## config.mk

```make
export PLATFORM = sky130hd
export DESIGN_NAME = adcs_sequencer
export DESIGN_NICKNAME = d
export VERILOG_FILES = /design/src/rtl/adcs_pkg.sv /design/src/rtl/adcs_decim.sv /design/src/rtl/adcs_sequencer.sv
export SDC_FILE = /design/constraint.sdc
export NUM_CORES = 1
export LEC_CHECK = 0
export ABC_AREA = 1
export BUFFER_PORTS_ARGS = -buffer_cell sky130_fd_sc_hd__buf_2
export CORE_ASPECT_RATIO = 1.2
export CORE_MARGIN = 2
export CORE_UTILIZATION = 27
export DETAILED_ROUTE_END_ITERATION = 12
export GPL_TIMING_DRIVEN = 0
export PLACE_DENSITY_LB_ADDON = 0.15
export SYNTH_ARGS = -nofsm -noshare
export SYNTH_HDL_FRONTEND = slang
export SYNTH_SLANG_ARGS = --single-unit
```

## constraint.sdc

```tcl
create_clock -name clk -period 20.7 [get_ports clk]
set_input_delay 0 -clock clk [delete_from_list [all_inputs] [get_ports clk]]
set_output_delay 0 -clock clk [all_outputs]
set_load 0.03 [all_outputs]
```

## src/rtl/adcs_pkg.sv

```systemverilog
// Shared constants, types and helper functions for the conversion sequencer
package adcs_pkg;

	// ************************************************************
	// Clocking and timing
	// ************************************************************
	localparam int CLK_FREQ_HZ = 100_000_000; // System clock
	localparam int OSC_FREQ_HZ = 1_000_000; // Internal oscillator rate
	localparam int MOD_DIV = 4; // Oscillator to modulator divider
	localparam int MOD_FREQ_HZ = OSC_FREQ_HZ / MOD_DIV; // 250 kHz
	localparam int MOD_TICK_CYCLES = CLK_FREQ_HZ / MOD_FREQ_HZ; // Cycles per modulator period
	localparam int MOD_HALF_CYCLES = MOD_TICK_CYCLES / 2; // High phase of the modulator clock
	localparam int POWER_UP_TIME_NS = 25_000; // Analog wake-up time
	localparam int POWER_UP_CYCLES = (POWER_UP_TIME_NS * (CLK_FREQ_HZ / 1_000_000) + 999) / 1000;

	// ************************************************************
	// Widths and register map
	// ************************************************************
	localparam int CODE_WIDTH = 12; // Result code width
	localparam int ADDR_WIDTH = 4; // Register port address width
	localparam int DATA_WIDTH = 16; // Register port data width
	localparam logic [3:0] CONFIG_OFFSET = 4'h0; // Configuration register
	localparam logic [3:0] RESULT_OFFSET = 4'h4; // Latest conversion code
	localparam logic [3:0] STATUS_OFFSET = 4'h8; // Sticky event bits
	localparam logic [3:0] MASK_OFFSET = 4'hc; // Interrupt mask
	localparam int TRIGGER_BIT = 15; // Conversion trigger flag
	localparam int SELECT_LSB = 12; // Input select field, three bits
	localparam int MODE_BIT = 8; // One selects single-shot
	localparam int RATE_LSB = 5; // Rate select field, three bits
	localparam int DONE_BIT = 0; // Conversion done event
	localparam logic MODE_RESET = 1'b1; // Powered down, single-shot
	localparam logic [2:0] RATE_RESET = 3'h4; // 1600 samples per second
	localparam logic [2:0] SELECT_RESET = 3'h0; // Input 0 against input 1
	localparam logic MASK_RESET = 1'b0; // Interrupt masked off

	// ************************************************************
	// Input routing
	// ************************************************************
	localparam logic [1:0] AIN_0 = 2'h0; // Analog input 0
	localparam logic [1:0] AIN_1 = 2'h1; // Analog input 1
	localparam logic [1:0] AIN_2 = 2'h2; // Analog input 2
	localparam logic [1:0] AIN_3 = 2'h3; // Analog input 3
	localparam logic [2:0] SEL_0_1 = 3'h0; // Input 0 minus input 1
	localparam logic [2:0] SEL_0_3 = 3'h1; // Input 0 minus input 3
	localparam logic [2:0] SEL_1_3 = 3'h2; // Input 1 minus input 3
	localparam logic [2:0] SEL_2_3 = 3'h3; // Input 2 minus input 3

	// Switch settings handed to the analog multiplexer
	typedef struct packed {
		logic [1:0] positive_input;
		logic [1:0] negative_input;
		logic neg_grounded;
	} adcs_route_type;

	// Software-visible configuration
	typedef struct packed {
		logic single_shot;
		logic [2:0] rate_select_field;
		logic [2:0] input_select_field;
	} adcs_config_type;

	// Data rates in samples per second, by rate code
	localparam int RATE_SPS [0:7] = '{128, 250, 490, 920, 1600, 2400, 3300, 3300};
	localparam int CODE_SCALE = 2048 * 65536; // Full scale in 16-bit fixed point

	// ************************************************************
	// Functions
	// ************************************************************
	// Modulator periods in one conversion
	function automatic logic [10:0] rate_ticks(input logic [2:0] rate);
		logic [10:0] t;
		t = 11'h0;
		for (int i = 0; i < 8; i++) begin
			if (rate == 3'(i)) begin
				t = 11'(MOD_FREQ_HZ / RATE_SPS[i]);
			end
		end
		return t;
	endfunction

	// Fixed-point gain mapping a bit balance to a 12-bit code
	function automatic logic [21:0] rate_gain(input logic [2:0] rate);
		logic [21:0] g;
		int n;
		g = 22'h0;
		for (int i = 0; i < 8; i++) begin
			n = MOD_FREQ_HZ / RATE_SPS[i];
			if (rate == 3'(i)) begin
				g = 22'((CODE_SCALE + n / 2) / n);
			end
		end
		return g;
	endfunction

	// Multiplexer switches for a select code
	function automatic adcs_route_type decode_route(input logic [2:0] sel, input logic has_mux);
		adcs_route_type r;
		r = '{positive_input: AIN_0, negative_input: AIN_1, neg_grounded: 1'b0};
		if (has_mux) begin
			unique case (sel)
				SEL_0_1: r = '{positive_input: AIN_0, negative_input: AIN_1, neg_grounded: 1'b0};
				SEL_0_3: r = '{positive_input: AIN_0, negative_input: AIN_3, neg_grounded: 1'b0};
				SEL_1_3: r = '{positive_input: AIN_1, negative_input: AIN_3, neg_grounded: 1'b0};
				SEL_2_3: r = '{positive_input: AIN_2, negative_input: AIN_3, neg_grounded: 1'b0};
				default: r = '{positive_input: sel[1:0], negative_input: AIN_0, neg_grounded: 1'b1};
			endcase
		end
		return r;
	endfunction

endpackage

```

## src/rtl/adcs_decim.sv

```systemverilog
// Bitstream decimator turning modulator bits into one 12-bit code
`timescale 1ns/100ps
module adcs_decim (
	input wire logic clk,
	input wire logic reset,
	input wire logic start,
	input wire logic mod_tick,
	input wire logic mod_bit,
	input wire logic [2:0] rate,
	output logic done,
	output logic [11:0] code
);

	// ************************************************************
	// State
	// ************************************************************
	logic busy_reg, busy_next; // Conversion running
	logic [10:0] ticks_reg, ticks_next; // Modulator periods left
	logic signed [12:0] acc_reg, acc_next; // Ones minus zeros so far
	logic [2:0] rate_reg, rate_next; // Rate frozen for this conversion
	logic done_reg, done_next; // One-cycle completion pulse
	logic [11:0] code_reg, code_next; // Last finished code

	// ************************************************************
	// Next state
	// ************************************************************
	// Settings are frozen at start so a config write never bends a running conversion
	always_comb begin
		logic signed [12:0] acc_step;
		logic signed [34:0] product;
		logic signed [18:0] scaled;
		acc_step = acc_reg + (mod_bit ? 13'sh1 : -13'sh1);
		product = 35'(acc_step) * $signed({1'b0, adcs_pkg::rate_gain(rate_reg)});
		scaled = 19'(product >>> 16);
		busy_next = busy_reg;
		ticks_next = ticks_reg;
		acc_next = acc_reg;
		rate_next = rate_reg;
		done_next = 1'b0;
		code_next = code_reg;
		if (start) begin
			busy_next = 1'b1;
			ticks_next = adcs_pkg::rate_ticks(rate);
			acc_next = 13'sh0;
			rate_next = rate;
		end else if (busy_reg && mod_tick) begin
			acc_next = acc_step;
			ticks_next = ticks_reg - 11'h1;
			// Single-cycle settling: one window of 1/rate per code
			if (ticks_reg == 11'h1) begin
				busy_next = 1'b0;
				done_next = 1'b1;
				// Saturate, the balance can just touch plus full scale
				if (scaled > 19'sd2047) begin
					code_next = 12'h7ff;
				end else if (scaled < -19'sd2048) begin
					code_next = 12'h800;
				end else begin
					code_next = scaled[11:0];
				end
			end
		end
	end

	// Registers only
	always_ff @(posedge clk or posedge reset) begin
		if (reset) begin
			busy_reg <= 1'b0;
			ticks_reg <= 11'h0;
			acc_reg <= 13'sh0;
			rate_reg <= 3'h0;
			done_reg <= 1'b0;
			code_reg <= 12'h0;
		end else begin
			busy_reg <= busy_next;
			ticks_reg <= ticks_next;
			acc_reg <= acc_next;
			rate_reg <= rate_next;
			done_reg <= done_next;
			code_reg <= code_next;
		end
	end

	assign done = done_reg;
	assign code = code_reg;

endmodule

```

## src/rtl/adcs_sequencer.sv

```systemverilog
// Conversion sequencer top: registers, mode control, routing and modulator clock
// Functional notes
// - Convert differential input to 12-bit code
// - Single-shot: one conversion, store, power down
// - Continuous: restart right after each conversion
// - Continuous rate equals programmed data rate
// - Result readable anytime, holds latest code
// - Three-bit select: four single, four differential
// - Inputs 0, 1 and 2 against input 3
// - Single-ended grounds the negative input
// - Modulator clock is oscillator divided by four
// - No mux: input 0 positive, input 1 negative
// - Trigger flag starts, clears, sets when ready
// - Mode bit zero continuous, one single-shot
// - Conversion time equals one over rate
// - Running conversion keeps old settings
`timescale 1ns/100ps
module adcs_sequencer #(
	parameter bit HAS_MUX = 1'b1
) (
	input wire logic clk,
	input wire logic reset,
	input wire logic [3:0] addr,
	input wire logic [15:0] wr_data,
	input wire logic wr_strobe,
	input wire logic rd_strobe,
	output logic [15:0] rd_data,
	input wire logic mod_bit,
	output logic modulator_clock,
	output logic analog_power,
	output adcs_pkg::adcs_route_type route,
	output logic irq
);

	// ************************************************************
	// Declarations
	// ************************************************************
	typedef enum logic [1:0] {ST_POWER_DOWN, ST_POWER_UP, ST_CONVERT} adcs_state_type;

	adcs_state_type state_reg, state_next; // Sequencer state
	logic [11:0] wait_cnt_reg, wait_cnt_next; // Power-up delay counter
	logic [8:0] div_cnt_reg, div_cnt_next; // Modulator period counter
	logic mod_clk_reg, mod_clk_next; // Modulator clock out
	logic sync1_reg, sync2_reg, sync3_reg; // Bitstream synchroniser
	logic bit_reg, bit_next; // Settled modulator bit
	adcs_pkg::adcs_config_type cfg_reg, cfg_next; // Software configuration
	adcs_pkg::adcs_route_type route_reg, route_next; // Switches of the running conversion
	logic [11:0] result_reg, result_next; // Latest code
	logic status_reg, status_next; // Done event, sticky
	logic mask_reg, mask_next; // Done interrupt enable
	logic irq_reg, irq_next; // Interrupt out
	logic [15:0] rd_data_reg, rd_data_next; // Read answer
	logic power_reg, power_next; // Analog core enable
	logic conv_start; // Start pulse to decimator
	logic conv_done; // Code ready pulse
	logic [11:0] conv_code; // Code from decimator
	logic mod_tick; // One cycle per modulator period
	logic cfg_write; // Write to configuration
	logic trig_req; // Trigger flag written with one

	assign cfg_write = wr_strobe && (addr == adcs_pkg::CONFIG_OFFSET);
	assign trig_req = cfg_write && wr_data[adcs_pkg::TRIGGER_BIT];
	assign mod_tick = (div_cnt_reg == 9'(adcs_pkg::MOD_TICK_CYCLES - 1));

	// ************************************************************
	// Modulator clock and bitstream input
	// ************************************************************
	// Free-running divider, the oscillator never stops
	always_comb begin
		div_cnt_next = mod_tick ? 9'h0 : div_cnt_reg + 9'h1;
		mod_clk_next = (div_cnt_next < 9'(adcs_pkg::MOD_HALF_CYCLES));
		// Take a new level only once the last two stages agree
		bit_next = (sync2_reg == sync3_reg) ? sync3_reg : bit_reg;
	end

	// Divider, synchroniser and filtered bit
	always_ff @(posedge clk or posedge reset) begin
		if (reset) begin
			// Parked on the last count so the first rise of the clock lines up with a zero count
			div_cnt_reg <= 9'(adcs_pkg::MOD_TICK_CYCLES - 1);
			mod_clk_reg <= 1'b0;
			sync1_reg <= 1'b0;
			sync2_reg <= 1'b0;
			sync3_reg <= 1'b0;
			bit_reg <= 1'b0;
		end else begin
			div_cnt_reg <= div_cnt_next;
			mod_clk_reg <= mod_clk_next;
			sync1_reg <= mod_bit;
			sync2_reg <= sync1_reg;
			sync3_reg <= sync2_reg;
			bit_reg <= bit_next;
		end
	end

	// ************************************************************
	// Decimation filter
	// ************************************************************
	adcs_decim u_decim (
		.clk(clk),
		.reset(reset),
		.start(conv_start),
		.mod_tick(mod_tick),
		.mod_bit(bit_reg),
		.rate(cfg_reg.rate_select_field),
		.done(conv_done),
		.code(conv_code)
	);

	// ************************************************************
	// Sequencer
	// ************************************************************
	// Power-down until asked, wake-up delay, then one or many conversions
	always_comb begin
		state_next = state_reg;
		wait_cnt_next = wait_cnt_reg;
		route_next = route_reg;
		conv_start = 1'b0;
		unique case (state_reg)
			ST_POWER_DOWN: begin
				// Continuous mode needs no request; single-shot waits for the flag
				if (!cfg_reg.single_shot || trig_req) begin
					state_next = ST_POWER_UP;
					wait_cnt_next = 12'h0;
				end
			end
			ST_POWER_UP: begin
				if (wait_cnt_reg == 12'(adcs_pkg::POWER_UP_CYCLES - 1)) begin
					state_next = ST_CONVERT;
					conv_start = 1'b1;
					route_next = adcs_pkg::decode_route(cfg_reg.input_select_field, HAS_MUX);
				end else begin
					wait_cnt_next = wait_cnt_reg + 12'h1;
				end
			end
			ST_CONVERT: begin
				// Trigger writes are ignored here
				if (conv_done) begin
					if (cfg_reg.single_shot) begin
						state_next = ST_POWER_DOWN;
					end else begin
						// New settings picked up only at this boundary
						conv_start = 1'b1;
						route_next = adcs_pkg::decode_route(cfg_reg.input_select_field, HAS_MUX);
					end
				end
			end
		endcase
		power_next = (state_next != ST_POWER_DOWN);
	end

	// Sequencer registers; routing defaults to input 0 against input 1
	always_ff @(posedge clk or posedge reset) begin
		if (reset) begin
			state_reg <= ST_POWER_DOWN;
			wait_cnt_reg <= 12'h0;
			route_reg <= '{positive_input: adcs_pkg::AIN_0, negative_input: adcs_pkg::AIN_1, neg_grounded: 1'b0};
			power_reg <= 1'b0;
		end else begin
			state_reg <= state_next;
			wait_cnt_reg <= wait_cnt_next;
			route_reg <= route_next;
			power_reg <= power_next;
		end
	end

	// ************************************************************
	// Register file and interrupt
	// ************************************************************
	// Writes, reads, sticky status and the level interrupt
	always_comb begin
		cfg_next = cfg_reg;
		mask_next = mask_reg;
		status_next = status_reg;
		result_next = result_reg;
		rd_data_next = 16'h0;
		if (cfg_write) begin
			cfg_next.single_shot = wr_data[adcs_pkg::MODE_BIT];
			cfg_next.rate_select_field = wr_data[adcs_pkg::RATE_LSB +: 3];
			cfg_next.input_select_field = wr_data[adcs_pkg::SELECT_LSB +: 3];
		end
		if (wr_strobe && addr == adcs_pkg::MASK_OFFSET) begin
			mask_next = wr_data[adcs_pkg::DONE_BIT];
		end
		// Write one clears, but a same-cycle event wins
		if (wr_strobe && addr == adcs_pkg::STATUS_OFFSET && wr_data[adcs_pkg::DONE_BIT]) begin
			status_next = 1'b0;
		end
		if (conv_done) begin
			status_next = 1'b1;
			result_next = conv_code;
		end
		if (rd_strobe) begin
			unique case (addr)
				adcs_pkg::CONFIG_OFFSET: begin
					rd_data_next[adcs_pkg::TRIGGER_BIT] = (state_reg == ST_POWER_DOWN);
					rd_data_next[adcs_pkg::SELECT_LSB +: 3] = cfg_reg.input_select_field;
					rd_data_next[adcs_pkg::MODE_BIT] = cfg_reg.single_shot;
					rd_data_next[adcs_pkg::RATE_LSB +: 3] = cfg_reg.rate_select_field;
				end
				adcs_pkg::RESULT_OFFSET: rd_data_next[11:0] = result_reg;
				adcs_pkg::STATUS_OFFSET: rd_data_next[adcs_pkg::DONE_BIT] = status_reg;
				adcs_pkg::MASK_OFFSET: rd_data_next[adcs_pkg::DONE_BIT] = mask_reg;
				default: rd_data_next = 16'h0;
			endcase
		end
		irq_next = status_next && mask_next;
	end

	// Register file storage
	always_ff @(posedge clk or posedge reset) begin
		if (reset) begin
			cfg_reg <= '{single_shot: adcs_pkg::MODE_RESET, rate_select_field: adcs_pkg::RATE_RESET,
				input_select_field: adcs_pkg::SELECT_RESET};
			mask_reg <= adcs_pkg::MASK_RESET;
			status_reg <= 1'b0;
			result_reg <= 12'h0;
			rd_data_reg <= 16'h0;
			irq_reg <= 1'b0;
		end else begin
			cfg_reg <= cfg_next;
			mask_reg <= mask_next;
			status_reg <= status_next;
			result_reg <= result_next;
			rd_data_reg <= rd_data_next;
			irq_reg <= irq_next;
		end
	end

	assign rd_data = rd_data_reg;
	assign modulator_clock = mod_clk_reg;
	assign analog_power = power_reg;
	assign route = route_reg;
	assign irq = irq_reg;

	// ************************************************************
	// Checks
	// ************************************************************
	// Helper: spacing between completions and whether the last one restarted
	logic [19:0] gap_cnt_reg;
	logic chain_reg;
	logic [2:0] active_rate_reg;
	always_ff @(posedge clk or posedge reset) begin
		if (reset) begin
			gap_cnt_reg <= 20'h0;
			chain_reg <= 1'b0;
			active_rate_reg <= 3'h0;
		end else begin
			gap_cnt_reg <= conv_done ? 20'h0 : gap_cnt_reg + 20'h1;
			chain_reg <= conv_done ? !cfg_reg.single_shot : chain_reg;
			active_rate_reg <= conv_start ? cfg_reg.rate_select_field : active_rate_reg;
		end
	end
endmodule

```

==> results of run 1 <==
## power groups by stage
stage	logic [mW]	registers, mW	clock network, mW
global route	1.48	0.232	0.299
detailed placement	1.32	0.235	0
CTS	1.33	0.231	0.289
floorplan	0.944	0.236	0
finish	1.30	0.231	0.280
global placement	1.33	0.235	0
## final cells by class
class / count / share of cell area (%)
tap: 712 / 5.44
clock buffer: 17 / 2.60
inverter: 359 / 8.26
sequential: 113 / 17.3
timing repair buffer: 57 / 2.34
buffer: 34 / 0.887
clock inverter: 15 / 0.841
multi-input combinational: 1302 / 62.3
## routing by layer
layer,GRT usage [%],vias to the layer above,wire length (um)
met1,20.0,5839,18300
met4,5.79,0,1560
met2,28.6,204,22100
li1,-,5701,-
met5,0,-,0
met3,1.65,70,1180
## worst max-delay path by stage
stage / start / end / cells after the start
after floorplan: bit_reg / u_decim.code[0] / 37
after global placement: bit_reg / u_decim.code[3] / 34
after detailed placement: bit_reg / u_decim.code[0] / 35
after global routing: bit_reg / u_decim.code[0] / 34
final: bit_reg / u_decim.code[0] / 34
after CTS: bit_reg / u_decim.code[0] / 35
## stage by stage
step / cell area [um^2] / total power [mW] / hold slack (ns) / util, %
floorplan: 14500 / 1.18 / 0.0314 / -
global placement: 15600 / 1.56 / 0.112 / 29.3
detailed placement: 15700 / 1.56 / 0.0688 / 29.3
CTS: 16400 / 1.85 / 0.00161 / 30.6
global route: 16400 / 2.01 / 0.0534 / 30.6
finish: 16400 / 1.82 / 0.0226 / 30.6
## critical path: cells and delay by family, from the launching register on
family / cells / cell delay (ns)
AND/OR/NAND/NOR: 15 / 2.37
buffers and inverters: 6 / 1.62
flip-flops: 1 / 0.43
adder cells (fa/ha/maj): 8 / 3.66
AO/OA/AOI/OAI: 5 / 0.67
## cell families after synthesis
| group | count (synthesis) | share of synthesized area, % |
|---|---|---|
| AO/OA/AOI/OAI | 204 | 8.07 |
| XOR/XNOR | 22 | 1.33 |
| buffers and inverters | 393 | 10.3 |
| adder cells (fa/ha/maj) | 334 | 39.6 |
| flip-flops | 113 | 19.5 |
| AND/OR/NAND/NOR | 742 | 21.2 |
## cell usage in the layout (no fill, tap or decap), drive strengths merged, types with 2 or more instances in the layout
cell and n:
o31ai 2, nor2 225, clkbuf 47, o211ai 3
dfrtp 104, xnor2 11, o21bai 4, a21oi 74
fa 209, clkinvlp 3, nor3b 3, and3 2
a21o 4, nand3b 2, inv 363, buf 46
nor3 13, nand2 407, or2 23, a211oi 2
xor2 11, nand4 9, a21boi 2, o21ai 95
a31oi 5, dlygate4sd3 15, o22ai 4, clkinv 8
o221ai 4, ha 124, nor4 6, dfstp 9
nand3 51, o21a 2
## repair_timing
| action | CTS | global route |
|---|---|---|
| endpoints found under the setup margin | 0 | 0 |
| endpoints found under the hold margin | 55 | 0 |
| hold buffers | 15 | 0 |
==> metrics.txt, run 1 <==
# TYPE chip_impl_metric gauge
chip_impl_info{name="outcome",value="complete, no violations"} 1
chip_impl_metric{name="initial_core_util",unit="%"} 27.2
chip_impl_metric{name="number_of_antenna_violations_at_the_first_check_in_global_routing",unit=""} 0
chip_impl_metric{name="floorplan.rows",unit=""} 93
chip_impl_metric{name="worst_path_arrival",unit="ns"} 9.15
chip_impl_metric{name="final_min_period_over_clock_period",unit="%"} 42.7
chip_impl_info{name="synth.area.top_cells",value="sky130_fd_sc_hd__fa_1 (29%), sky130_fd_sc_hd__dfrtp_1 (18%), sky130_fd_sc_hd__ha_1 (11%), sky130_fd_sc_hd__nand2_1 (9.8%), sky130_fd_sc_hd__inv_1 (8.8%)"} 1
chip_impl_metric{name="postLayoutSetupSlackWorst",unit="ns"} 11.86
chip_impl_metric{name="max_stage_delay",unit="ns"} 0.56
chip_impl_metric{name="register_area",unit="mm^2"} 0.00284
chip_impl_metric{name="timing.max_cap.violations",unit=""} 0
chip_impl_metric{name="placement.setup.worst_slack",unit="ns"} 11.83
chip_impl_metric{name="core_area",unit="mm^2"} 0.0534
chip_impl_metric{name="hold_viol",unit=""} 0
chip_impl_metric{name="yosys_register_bits",unit=""} 113
chip_impl_metric{name="internal_power",unit="uW"} 849
chip_impl_metric{name="clock_path_buffers",unit=""} 2
chip_impl_metric{name="floorplan.die.width",unit="um"} 216
chip_impl_metric{name="power_frac_seq",unit="%"} 12.7
chip_impl_info{name="worst_hold_path.endpoint",value="mask_reg"} 1
chip_impl_metric{name="placed_cells_incl_taps",unit=""} 2562
chip_impl_metric{name="largest_register_ffs",unit=""} 16
chip_impl_metric{name="postCtsResizedCells",unit=""} 0
chip_impl_metric{name="clkTransAtPathRegs",unit="ns"} 0.06
chip_impl_metric{name="hpwlAfterDp",unit="mm"} 36.1
chip_impl_info{name="worst-setup-path-type",value="reg -> reg"} 1
chip_impl_metric{name="finalNetCount",unit=""} 2242
chip_impl_info{name="reg2reg_end",value="u_decim.code[0]"} 1
chip_impl_info{name="yosys_most_used_dff",value="sky130_fd_sc_hd__dfrtp_1"} 1
chip_impl_info{name="synth_common_cells",value="sky130_fd_sc_hd__nand2_1 (380), sky130_fd_sc_hd__inv_1 (342), sky130_fd_sc_hd__nor2_1 (223), sky130_fd_sc_hd__fa_1 (209), sky130_fd_sc_hd__ha_1 (124)"} 1
chip_impl_metric{name="cts_max_level",unit=""} 4
chip_impl_metric{name="grt_pass1_vias",unit=""} 12600
chip_impl_metric{name="data_required_critical_path",unit="ns"} 21.01
chip_impl_metric{name="detailroute.via_count",unit=""} 11800
chip_impl_info{name="reg2reg_from",value="bit_reg"} 1
chip_impl_metric{name="routed_wirelength",unit="mm"} 43.1
chip_impl_metric{name="chipHeight",unit="um"} 258
chip_impl_metric{name="yosys_warnings",unit=""} 0
chip_impl_metric{name="fin_max_slew_vios",unit=""} 0
chip_impl_metric{name="timing.max_slew.rel_slack",unit="%"} 24.1
chip_impl_metric{name="path_max_fanout",unit=""} 12
chip_impl_metric{name="synth.top_cell.area_share",unit="%"} 28.8
chip_impl_metric{name="power_density",unit="mW/mm^2"} 111
chip_impl_metric{name="final-setup-viol-count",unit=""} 0
chip_impl_metric{name="nFillCells",unit=""} 5793
chip_impl_metric{name="avgSynthCellArea",unit="um^2"} 8.03
chip_impl_metric{name="cellLeakagePower",unit="nW"} 8.36
chip_impl_info{name="synthMostInstantiatedCell",value="sky130_fd_sc_hd__nand2_1"} 1
chip_impl_metric{name="synth_enable_flop_cells",unit=""} 0
chip_impl_metric{name="vdd_drop_max",unit="V"} 0.0000917
chip_impl_metric{name="p_switching",unit="uW"} 967
chip_impl_metric{name="detail-route-antenna-nets",unit=""} 0
chip_impl_metric{name="fmax",unit="MHz"} 113
chip_impl_metric{name="fin_crit",unit="ns"} 8.84
chip_impl_metric{name="first_pass_grt_wire_length",unit="mm"} 69.2
chip_impl_metric{name="synthCells",unit=""} 1808
chip_impl_metric{name="synth.net_count",unit=""} 2166
chip_impl_metric{name="globalRoute.totalOverflow",unit=""} 0
chip_impl_metric{name="r2r_slack",unit="ns"} 11.86
chip_impl_info{name="worst_hold_startpoint",value="wr_strobe"} 1
chip_impl_metric{name="post_synthesis_cell_area",unit="mm^2"} 0.0145
chip_impl_metric{name="synthDistinctLibCells",unit=""} 50
chip_impl_info{name="worst_path_most_repeated_cell",value="sky130_fd_sc_hd__nand2_1"} 1
chip_impl_info{name="crit_path_end_kind",value="flip-flop"} 1
chip_impl_info{name="rsz_0062_raised_after_global_routing",value="false"} 1
chip_impl_metric{name="finClkSkew",unit="ns"} 0.0129
chip_impl_info{name="worst_hold_path_type",value="in -> reg"} 1
chip_impl_metric{name="synth_async_sr_flop_share",unit="%"} 100
chip_impl_metric{name="dieArea",unit="mm^2"} 0.0557
chip_impl_metric{name="wire_per_inst",unit="um"} 16.5
chip_impl_info{name="worst_path_max_delay_cell",value="sky130_fd_sc_hd__fa_1"} 1
chip_impl_metric{name="areaGrowthSynthToFinish",unit="%"} 12.7
chip_impl_info{name="tritoncts",value="built"} 1
chip_impl_metric{name="io-pin-count",unit=""} 49
chip_impl_metric{name="tritoncts_num_sinks",unit=""} 113
chip_impl_metric{name="cts_made_buffers",unit=""} 17
chip_impl_metric{name="holdPathStages",unit=""} 4
chip_impl_metric{name="postCtsSetupRepairBufs",unit=""} 0
chip_impl_metric{name="vias_per_cell",unit=""} 4.53
chip_impl_info{name="synth_top_cell_by_area",value="sky130_fd_sc_hd__fa_1"} 1
chip_impl_metric{name="relative_contribution_of_combinational_cells_to_total_power",unit="%"} 71.8
chip_impl_metric{name="detailedRoute.firstIterationViolations",unit=""} 636
chip_impl_metric{name="buffer_ports.inserted",unit=""} 41
chip_impl_metric{name="rr_worst_depth",unit=""} 34
chip_impl_metric{name="power_share_of_the_clock_group",unit="%"} 15.4
chip_impl_metric{name="synth_seq_area_share",unit="%"} 19.5
chip_impl_metric{name="drc_errors",unit=""} 0
chip_impl_metric{name="globalplace.congestion",unit=""} 0.879
chip_impl_metric{name="grt_max_degree",unit=""} 72
chip_impl_metric{name="fin_setup_tns",unit="ns"} 0
chip_impl_metric{name="clkLatencyLatePin",unit="ns"} 0.42
chip_impl_metric{name="instances_no_fill",unit=""} 2609
chip_impl_metric{name="multi_input_comb_area",unit="mm^2"} 0.0102
chip_impl_metric{name="drt_pre_antenna_iters",unit=""} 5
chip_impl_info{name="critPathLaunchType",value="flip-flop"} 1
chip_impl_info{name="ctsRootBufferMaster",value="sky130_fd_sc_hd__clkbuf_16"} 1
chip_impl_metric{name="net_sw_share",unit="%"} 53.2
chip_impl_metric{name="drive_above_1_share",unit="%"} 8.70
chip_impl_metric{name="worst-slew-pin-transition",unit="ns"} 1.13
chip_impl_metric{name="total_inserted_antenna_cells",unit=""} 0
chip_impl_metric{name="grt.total_usage",unit="%"} 16.0
Note: power is estimated with default switching activity, not from simulation.
==> run 2, diff against run 1 <==
Clock period 20.7 ns to 8.3 ns, I/O delays scaled along.
==> metrics.txt, run 2 (synthesized netlist as in run 1, its figures left out) <==
# TYPE chip_impl_metric gauge
chip_impl_metric{name="holdPathStages",unit=""} 5
chip_impl_metric{name="floorplan.die.width",unit="um"} 216
chip_impl_metric{name="tritoncts_num_sinks",unit=""} 113
chip_impl_metric{name="final_min_period_over_clock_period",unit="%"} 95.8
chip_impl_info{name="critPathLaunchType",value="flip-flop"} 1
chip_impl_info{name="startpoint_of_the_most_critical_setup_path",value="u_decim.rate_reg[1]"} 1
chip_impl_metric{name="timing.max_cap.violations",unit=""} 0
chip_impl_metric{name="largest_register_ffs",unit=""} 16
chip_impl_metric{name="worst_path_arrival",unit="ns"} 8.27
chip_impl_metric{name="cellLeakagePower",unit="nW"} 8.42
chip_impl_info{name="outcome",value="complete, no violations"} 1
chip_impl_metric{name="drive_above_1_share",unit="%"} 11.5
chip_impl_metric{name="worst-slew-pin-transition",unit="ns"} 0.849
chip_impl_metric{name="drt_pre_antenna_iters",unit=""} 5
chip_impl_metric{name="fin_max_slew_vios",unit=""} 0
chip_impl_info{name="final_common_cell",value="sky130_fd_sc_hd__nand2_1"} 1
chip_impl_metric{name="detailroute.via_count",unit=""} 11800
chip_impl_metric{name="cts_max_level",unit=""} 4
chip_impl_metric{name="fin_crit",unit="ns"} 7.96
chip_impl_metric{name="grt.total_usage",unit="%"} 16.0
chip_impl_metric{name="clkLatencyLatePin",unit="ns"} 0.42
chip_impl_metric{name="final-setup-viol-count",unit=""} 0
chip_impl_metric{name="r2r_slack",unit="ns"} 0.34
chip_impl_metric{name="chipHeight",unit="um"} 258
chip_impl_metric{name="drc_errors",unit=""} 0
chip_impl_metric{name="globalRoute.totalOverflow",unit=""} 0
chip_impl_metric{name="register_area",unit="mm^2"} 0.00284
chip_impl_metric{name="buffer_ports.inserted",unit=""} 41
chip_impl_metric{name="wire_per_inst",unit="um"} 16.6
chip_impl_metric{name="floorplan.rows",unit=""} 93
chip_impl_metric{name="instances_no_fill",unit=""} 2615
chip_impl_metric{name="detail-route-antenna-nets",unit=""} 0
chip_impl_metric{name="total_inserted_antenna_cells",unit=""} 0
chip_impl_metric{name="layout.cell_area.non_filler",unit="mm^2"} 0.0166
chip_impl_info{name="ctsRootBufferMaster",value="sky130_fd_sc_hd__clkbuf_16"} 1
chip_impl_metric{name="detailedRoute.firstIterationViolations",unit=""} 675
chip_impl_info{name="worst_hold_path_type",value="in -> reg"} 1
chip_impl_metric{name="multi_input_comb_area",unit="mm^2"} 0.0104
chip_impl_metric{name="dieArea",unit="mm^2"} 0.0557
chip_impl_metric{name="number_of_antenna_violations_at_the_first_check_in_global_routing",unit=""} 0
chip_impl_metric{name="clock_path_buffers",unit=""} 2
chip_impl_metric{name="power_density",unit="mW/mm^2"} 279
chip_impl_metric{name="finClkSkew",unit="ns"} 0.0116
chip_impl_info{name="worst_hold_startpoint",value="wr_strobe"} 1
chip_impl_metric{name="placed_cells_incl_taps",unit=""} 2562
chip_impl_metric{name="grt_pass1_vias",unit=""} 12600
chip_impl_metric{name="globalplace.congestion",unit=""} 0.879
chip_impl_info{name="reg2reg_end",value="u_decim.code[0]"} 1
chip_impl_metric{name="vias_per_cell",unit=""} 4.51
chip_impl_metric{name="initial_core_util",unit="%"} 27.2
chip_impl_metric{name="hold_viol",unit=""} 0
chip_impl_info{name="worst_hold_path.endpoint",value="cfg_reg[0]"} 1
chip_impl_metric{name="io-pin-count",unit=""} 49
chip_impl_metric{name="placedInstanceArea",unit="mm^2"} 0.0157
chip_impl_metric{name="finalNetCount",unit=""} 2248
chip_impl_metric{name="nFillCells",unit=""} 5763
chip_impl_metric{name="fmax",unit="MHz"} 126
chip_impl_metric{name="routed_wirelength",unit="mm"} 43.3
chip_impl_metric{name="grt_max_degree",unit=""} 72
chip_impl_info{name="tritoncts",value="built"} 1
chip_impl_metric{name="core_area",unit="mm^2"} 0.0534
chip_impl_info{name="worst-setup-path-type",value="reg -> reg"} 1
chip_impl_metric{name="path_max_fanout",unit=""} 10
chip_impl_metric{name="hpwlAfterDp",unit="mm"} 36.1
chip_impl_metric{name="areaGrowthSynthToFinish",unit="%"} 14.5
chip_impl_metric{name="rr_worst_depth",unit=""} 27
chip_impl_metric{name="final_util",unit="%"} 31.1
chip_impl_metric{name="cts_made_buffers",unit=""} 17
chip_impl_metric{name="vdd_drop_max",unit="V"} 0.000191
chip_impl_metric{name="clkTransAtPathRegs",unit="ns"} 0.06
chip_impl_info{name="crit_path_end_kind",value="flip-flop"} 1
chip_impl_info{name="most-common-layout-cells",value="sky130_fd_sc_hd__nand2_1 (371), sky130_fd_sc_hd__inv_1 (337), sky130_fd_sc_hd__nor2_1 (214), sky130_fd_sc_hd__fa_1 (207), sky130_fd_sc_hd__ha_1 (121)"} 1
chip_impl_metric{name="first_pass_grt_wire_length",unit="mm"} 69.2
chip_impl_metric{name="timing.max_slew.rel_slack",unit="%"} 43.0
chip_impl_metric{name="data_required_critical_path",unit="ns"} 8.61
chip_impl_info{name="reg2reg_from",value="u_decim.rate_reg[1]"} 1
## run 2: changes by cell type in the layout (fill, tap and decap cells not counted), sizes merged
cell	change
buf	+10
clkbuf	-4
clkinvlp	+3
inv	-2
clkinv	-1
## run 2: how the worst max path moves through the flow
| stage | end | depth (start not counted) |
|---|---|---|
| 6_report | u_decim.code[0] | 27 |
| 5_1_grt | u_decim.code[0] | 36 |
| 4_1_cts | u_decim.code[0] | 36 |
| 3_5_place_dp | u_decim.code[0] | 35 |
| 3_3_place_gp | u_decim.code[3] | 34 |
| 2_1_floorplan | u_decim.code[0] | 37 |
## run 2: repair_timing
action / 4_1_cts / 5_1_grt
setup endpoints to repair: 12 / 12
resized for setup: 22 / 54
setup buffers: 2 / 4
pin swaps: 1 / 4
hold endpoints to repair: 55 / 0
hold buffers: 15 / 0
cloned: 0 / 1
## run 2: metrics by stage
stage               setup slack, ns  TNS [ns]  hold WS [ns]  power [mW]
detailed placement           -0.572     -6.32        0.0688        3.88
finish                        0.345         0        0.0211        4.65
CTS                          0.0149         0       0.00161        4.63
floorplan                      1.20         0        0.0314        2.94
global placement             -0.540     -5.94         0.112        3.89
global route                -0.0290    -0.213        0.0534        5.15
## run 2: critical path: stages (launching register included)
cell	delay, ns
sky130_fd_sc_hd__dfrtp_1	0.55
sky130_fd_sc_hd__inv_2	0.13
sky130_fd_sc_hd__nand3_2	0.12
sky130_fd_sc_hd__clkbuf_1	0.46
sky130_fd_sc_hd__inv_1	0.32
sky130_fd_sc_hd__nor2_1	0.59
sky130_fd_sc_hd__inv_1	0.38
sky130_fd_sc_hd__nand2_1	0.18
sky130_fd_sc_hd__fa_1	0.45
sky130_fd_sc_hd__fa_1	0.52
sky130_fd_sc_hd__inv_1	0.06
sky130_fd_sc_hd__fa_1	0.49
sky130_fd_sc_hd__fa_1	0.53
sky130_fd_sc_hd__fa_1	0.54
sky130_fd_sc_hd__ha_1	0.32
sky130_fd_sc_hd__ha_1	0.38
sky130_fd_sc_hd__a21oi_1	0.22
sky130_fd_sc_hd__o21ai_0	0.14
sky130_fd_sc_hd__o21bai_1	0.20
sky130_fd_sc_hd__a21oi_1	0.29
sky130_fd_sc_hd__nand2_1	0.12
sky130_fd_sc_hd__nand2_1	0.07
sky130_fd_sc_hd__nand3_1	0.06
sky130_fd_sc_hd__nor2_1	0.13
sky130_fd_sc_hd__nand2_1	0.11
sky130_fd_sc_hd__a21oi_2	0.24
sky130_fd_sc_hd__buf_6	0.17
sky130_fd_sc_hd__a21oi_2	0.05
## run 2: layer usage
metal	global-route usage, %	vias up	wire length (um)
met2	28.7	174	22500
met3	1.64	60	1140
li1	-	5712	-
met1	19.9	5842	18300
met4	5.61	0	1370
met5	0	-	0
## run 2: layout make-up
cell class              count  area share [%]
well taps                 712            5.36
repair buffers             64            2.64
clock buffers              17            2.56
inverters                 359            8.23
plain buffers              33            1.04
flip-flops and latches    113            17.1
clock inverters            15           0.828
multi-input cells        1302            62.3
## run 2: power breakdown
part	switching (mW)	internal, mW	total (mW)	leakage [nW]
sequential	0.0106	0.566	0.577	1.44
clock	0.305	0.395	0.700	0.270
combinational	2.15	1.22	3.37	6.71
total	2.47	2.18	4.65	8.42
==> run 3, diff against run 2 <==
Settings changed: CORE_UTILIZATION 27 to 55.
==> metrics.txt, run 3 (synthesized netlist as in run 1, its figures left out) <==
# TYPE chip_impl_metric gauge
chip_impl_metric{name="r2r_slack",unit="ns"} 0.29
chip_impl_info{name="highest_layer",value="met4"} 1
chip_impl_metric{name="wl_met2",unit="mm"} 18.9
chip_impl_metric{name="detailedRoute.firstIterationViolations",unit=""} 818
chip_impl_info{name="reg2reg_from",value="bit_reg"} 1
chip_impl_metric{name="clkTransAtPathRegs",unit="ns"} 0.06
chip_impl_metric{name="tritoncts_num_sinks",unit=""} 113
chip_impl_info{name="most-common-layout-cells",value="sky130_fd_sc_hd__nand2_1 (370), sky130_fd_sc_hd__inv_1 (339), sky130_fd_sc_hd__nor2_1 (210), sky130_fd_sc_hd__fa_1 (209), sky130_fd_sc_hd__ha_1 (121)"} 1
chip_impl_metric{name="final_util",unit="%"} 62.0
chip_impl_metric{name="finalNetCount",unit=""} 2251
chip_impl_metric{name="areaGrowthSynthToFinish",unit="%"} 11.3
chip_impl_metric{name="detail-route-antenna-nets",unit=""} 0
chip_impl_metric{name="holdPathStages",unit=""} 6
chip_impl_info{name="critPathLaunchType",value="flip-flop"} 1
chip_impl_metric{name="core_area",unit="mm^2"} 0.0261
chip_impl_metric{name="fin_crit",unit="ns"} 8.01
chip_impl_info{name="worst_hold_path.endpoint",value="rd_data[0]"} 1
chip_impl_metric{name="buffer_ports.inserted",unit=""} 41
chip_impl_info{name="worst_hold_startpoint",value="addr[1]"} 1
chip_impl_metric{name="hpwlAfterDp",unit="mm"} 31.3
chip_impl_metric{name="floorplan.rows",unit=""} 65
chip_impl_metric{name="fin_setup_tns",unit="ns"} 0
chip_impl_info{name="tritoncts",value="built"} 1
chip_impl_metric{name="detailroute.via_count",unit=""} 12300
chip_impl_metric{name="path_max_fanout",unit=""} 10
chip_impl_metric{name="largest_register_ffs",unit=""} 16
chip_impl_metric{name="cts_made_buffers",unit=""} 17
chip_impl_metric{name="floorplan.die.width",unit="um"} 152
chip_impl_metric{name="timing.max_cap.violations",unit=""} 0
chip_impl_metric{name="dr_wl_met3",unit="mm"} 2.35
chip_impl_metric{name="rr_worst_depth",unit=""} 31
chip_impl_metric{name="timing.max_slew.rel_slack",unit="%"} 27.5
chip_impl_metric{name="vias_per_cell",unit=""} 5.50
chip_impl_metric{name="final-setup-viol-count",unit=""} 0
chip_impl_metric{name="final_min_period_over_clock_period",unit="%"} 96.5
chip_impl_info{name="ctsRootBufferMaster",value="sky130_fd_sc_hd__clkbuf_16"} 1
chip_impl_metric{name="wire_per_inst",unit="um"} 17.2
chip_impl_info{name="startpoint_of_the_most_critical_setup_path",value="bit_reg"} 1
chip_impl_info{name="reg2reg_end",value="u_decim.code[0]"} 1
chip_impl_metric{name="power_density",unit="mW/mm^2"} 291
chip_impl_metric{name="initial_core_util",unit="%"} 55.6
chip_impl_metric{name="worst-slew-pin-transition",unit="ns"} 1.08
chip_impl_metric{name="drc_errors",unit=""} 0
chip_impl_metric{name="hold_viol",unit=""} 0
chip_impl_info{name="outcome",value="complete, no violations"} 1
chip_impl_info{name="worst_hold_path_type",value="in -> reg"} 1
chip_impl_metric{name="dieArea",unit="mm^2"} 0.0277
chip_impl_metric{name="placedInstanceArea",unit="mm^2"} 0.0152
chip_impl_metric{name="drive_above_1_share",unit="%"} 11.9
chip_impl_metric{name="chipHeight",unit="um"} 182
chip_impl_metric{name="clock_path_buffers",unit=""} 2
chip_impl_info{name="crit_path_end_kind",value="flip-flop"} 1
chip_impl_metric{name="routed_wirelength",unit="mm"} 38.5
chip_impl_metric{name="grt_max_degree",unit=""} 67
chip_impl_metric{name="finClkSkew",unit="ns"} 0.0156
chip_impl_metric{name="total_inserted_antenna_cells",unit=""} 0
chip_impl_metric{name="globalplace.congestion",unit=""} 0.984
chip_impl_metric{name="cts_max_level",unit=""} 4
chip_impl_metric{name="globalRoute.totalOverflow",unit=""} 0
chip_impl_metric{name="worst_path_arrival",unit="ns"} 8.32
chip_impl_metric{name="cellLeakagePower",unit="nW"} 8.45
chip_impl_metric{name="number_of_antenna_violations_at_the_first_check_in_global_routing",unit=""} 0
chip_impl_metric{name="first_pass_grt_wire_length",unit="mm"} 63.3
chip_impl_metric{name="grt_pass1_vias",unit=""} 12500
chip_impl_info{name="final_common_cell",value="sky130_fd_sc_hd__nand2_1"} 1
chip_impl_metric{name="layout.cell_area.non_filler",unit="mm^2"} 0.0162
chip_impl_metric{name="wl_met1",unit="mm"} 14.5
chip_impl_info{name="worst-setup-path-type",value="reg -> reg"} 1
chip_impl_metric{name="fin_max_slew_vios",unit=""} 0
chip_impl_metric{name="data_required_critical_path",unit="ns"} 8.61
chip_impl_metric{name="vdd_drop_max",unit="V"} 0.000328
chip_impl_metric{name="fmax",unit="MHz"} 125
chip_impl_metric{name="max_stage_delay",unit="ns"} 0.65
chip_impl_info{name="worst_path_max_delay_cell",value="sky130_fd_sc_hd__fa_1"} 1
chip_impl_metric{name="io-pin-count",unit=""} 49
chip_impl_metric{name="clkLatencyLatePin",unit="ns"} 0.42
chip_impl_metric{name="drt_pre_antenna_iters",unit=""} 6
chip_impl_metric{name="grt.total_usage",unit="%"} 29.0
[run 3: cell types whose count changed in the layout (fill, tap and decap cells not counted), sizes merged]
| cell | before | now |
|---|---|---|
| inv | 361 | 362 |
| clkbuf | 43 | 45 |
| dlygate4sd3 | 15 | 14 |
| buf | 56 | 58 |
| clkinvlp | 6 | 4 |
| bufinv | 0 | 1 |
[run 3: cell type report]
class                   count  area, um^2
clock buffers              17         425
clock inverters            15         161
repair buffers             66         449
inverters                 359        1360
plain buffers              34         165
multi-input cells        1302       10300
fillers                  2318        9930
flip-flops and latches    113        2840
well taps                 335         419
[run 3: repair_timing]
action | CTS | global route
resized for setup | 9 | 66
cloned | 0 | 1
endpoints found under the hold margin | 70 | 0
hold buffers | 14 | 0
pin swaps | 0 | 6
setup endpoints to repair | 11 | 12
buffers inserted | 0 | 9
[run 3: how the worst max path moves through the flow]
stage / depth (start not counted) / end
4_1_cts: 31 / u_decim.code[0]
2_1_floorplan: 37 / u_decim.code[0]
3_3_place_gp: 34 / u_decim.code[3]
3_5_place_dp: 34 / u_decim.code[4]
6_report: 31 / u_decim.code[0]
5_1_grt: 31 / u_decim.code[6]
[run 3: worst max-delay path: cells and delay by family (launching register included)]
kind | cells | cell delay, ns
fa+ha+maj | 8 | 3.74
compound gates | 7 | 1.28
simple gates | 12 | 1.62
buf+inv | 4 | 0.82
flops | 1 | 0.41
[run 3: metrics by stage]
stage	total power [mW]	worst slack, ns	hold slack [ns]	std cells
finish	4.71	0.293	0.0171	2241
detailed placement	3.78	-0.287	0.109	2185
floorplan	2.94	1.20	0.0314	1808
CTS	4.52	0.00131	0.00364	2231
global route	5.17	-0.0211	0.0703	2241
global placement	3.74	-0.264	0.112	2184
[run 3: where the power goes]
part,switching [mW],internal (mW)
Combinational,2.20,1.21
Sequential,0.0105,0.566
Clock,0.292,0.426
Total,2.51,2.20
[run 3: routing by layer]
metal	GRT usage, %	up-vias
met1	35.3	6007
met4	17.8	0
met5	0	-
li1	-	5726
met3	4.01	137
met2	49.0	457
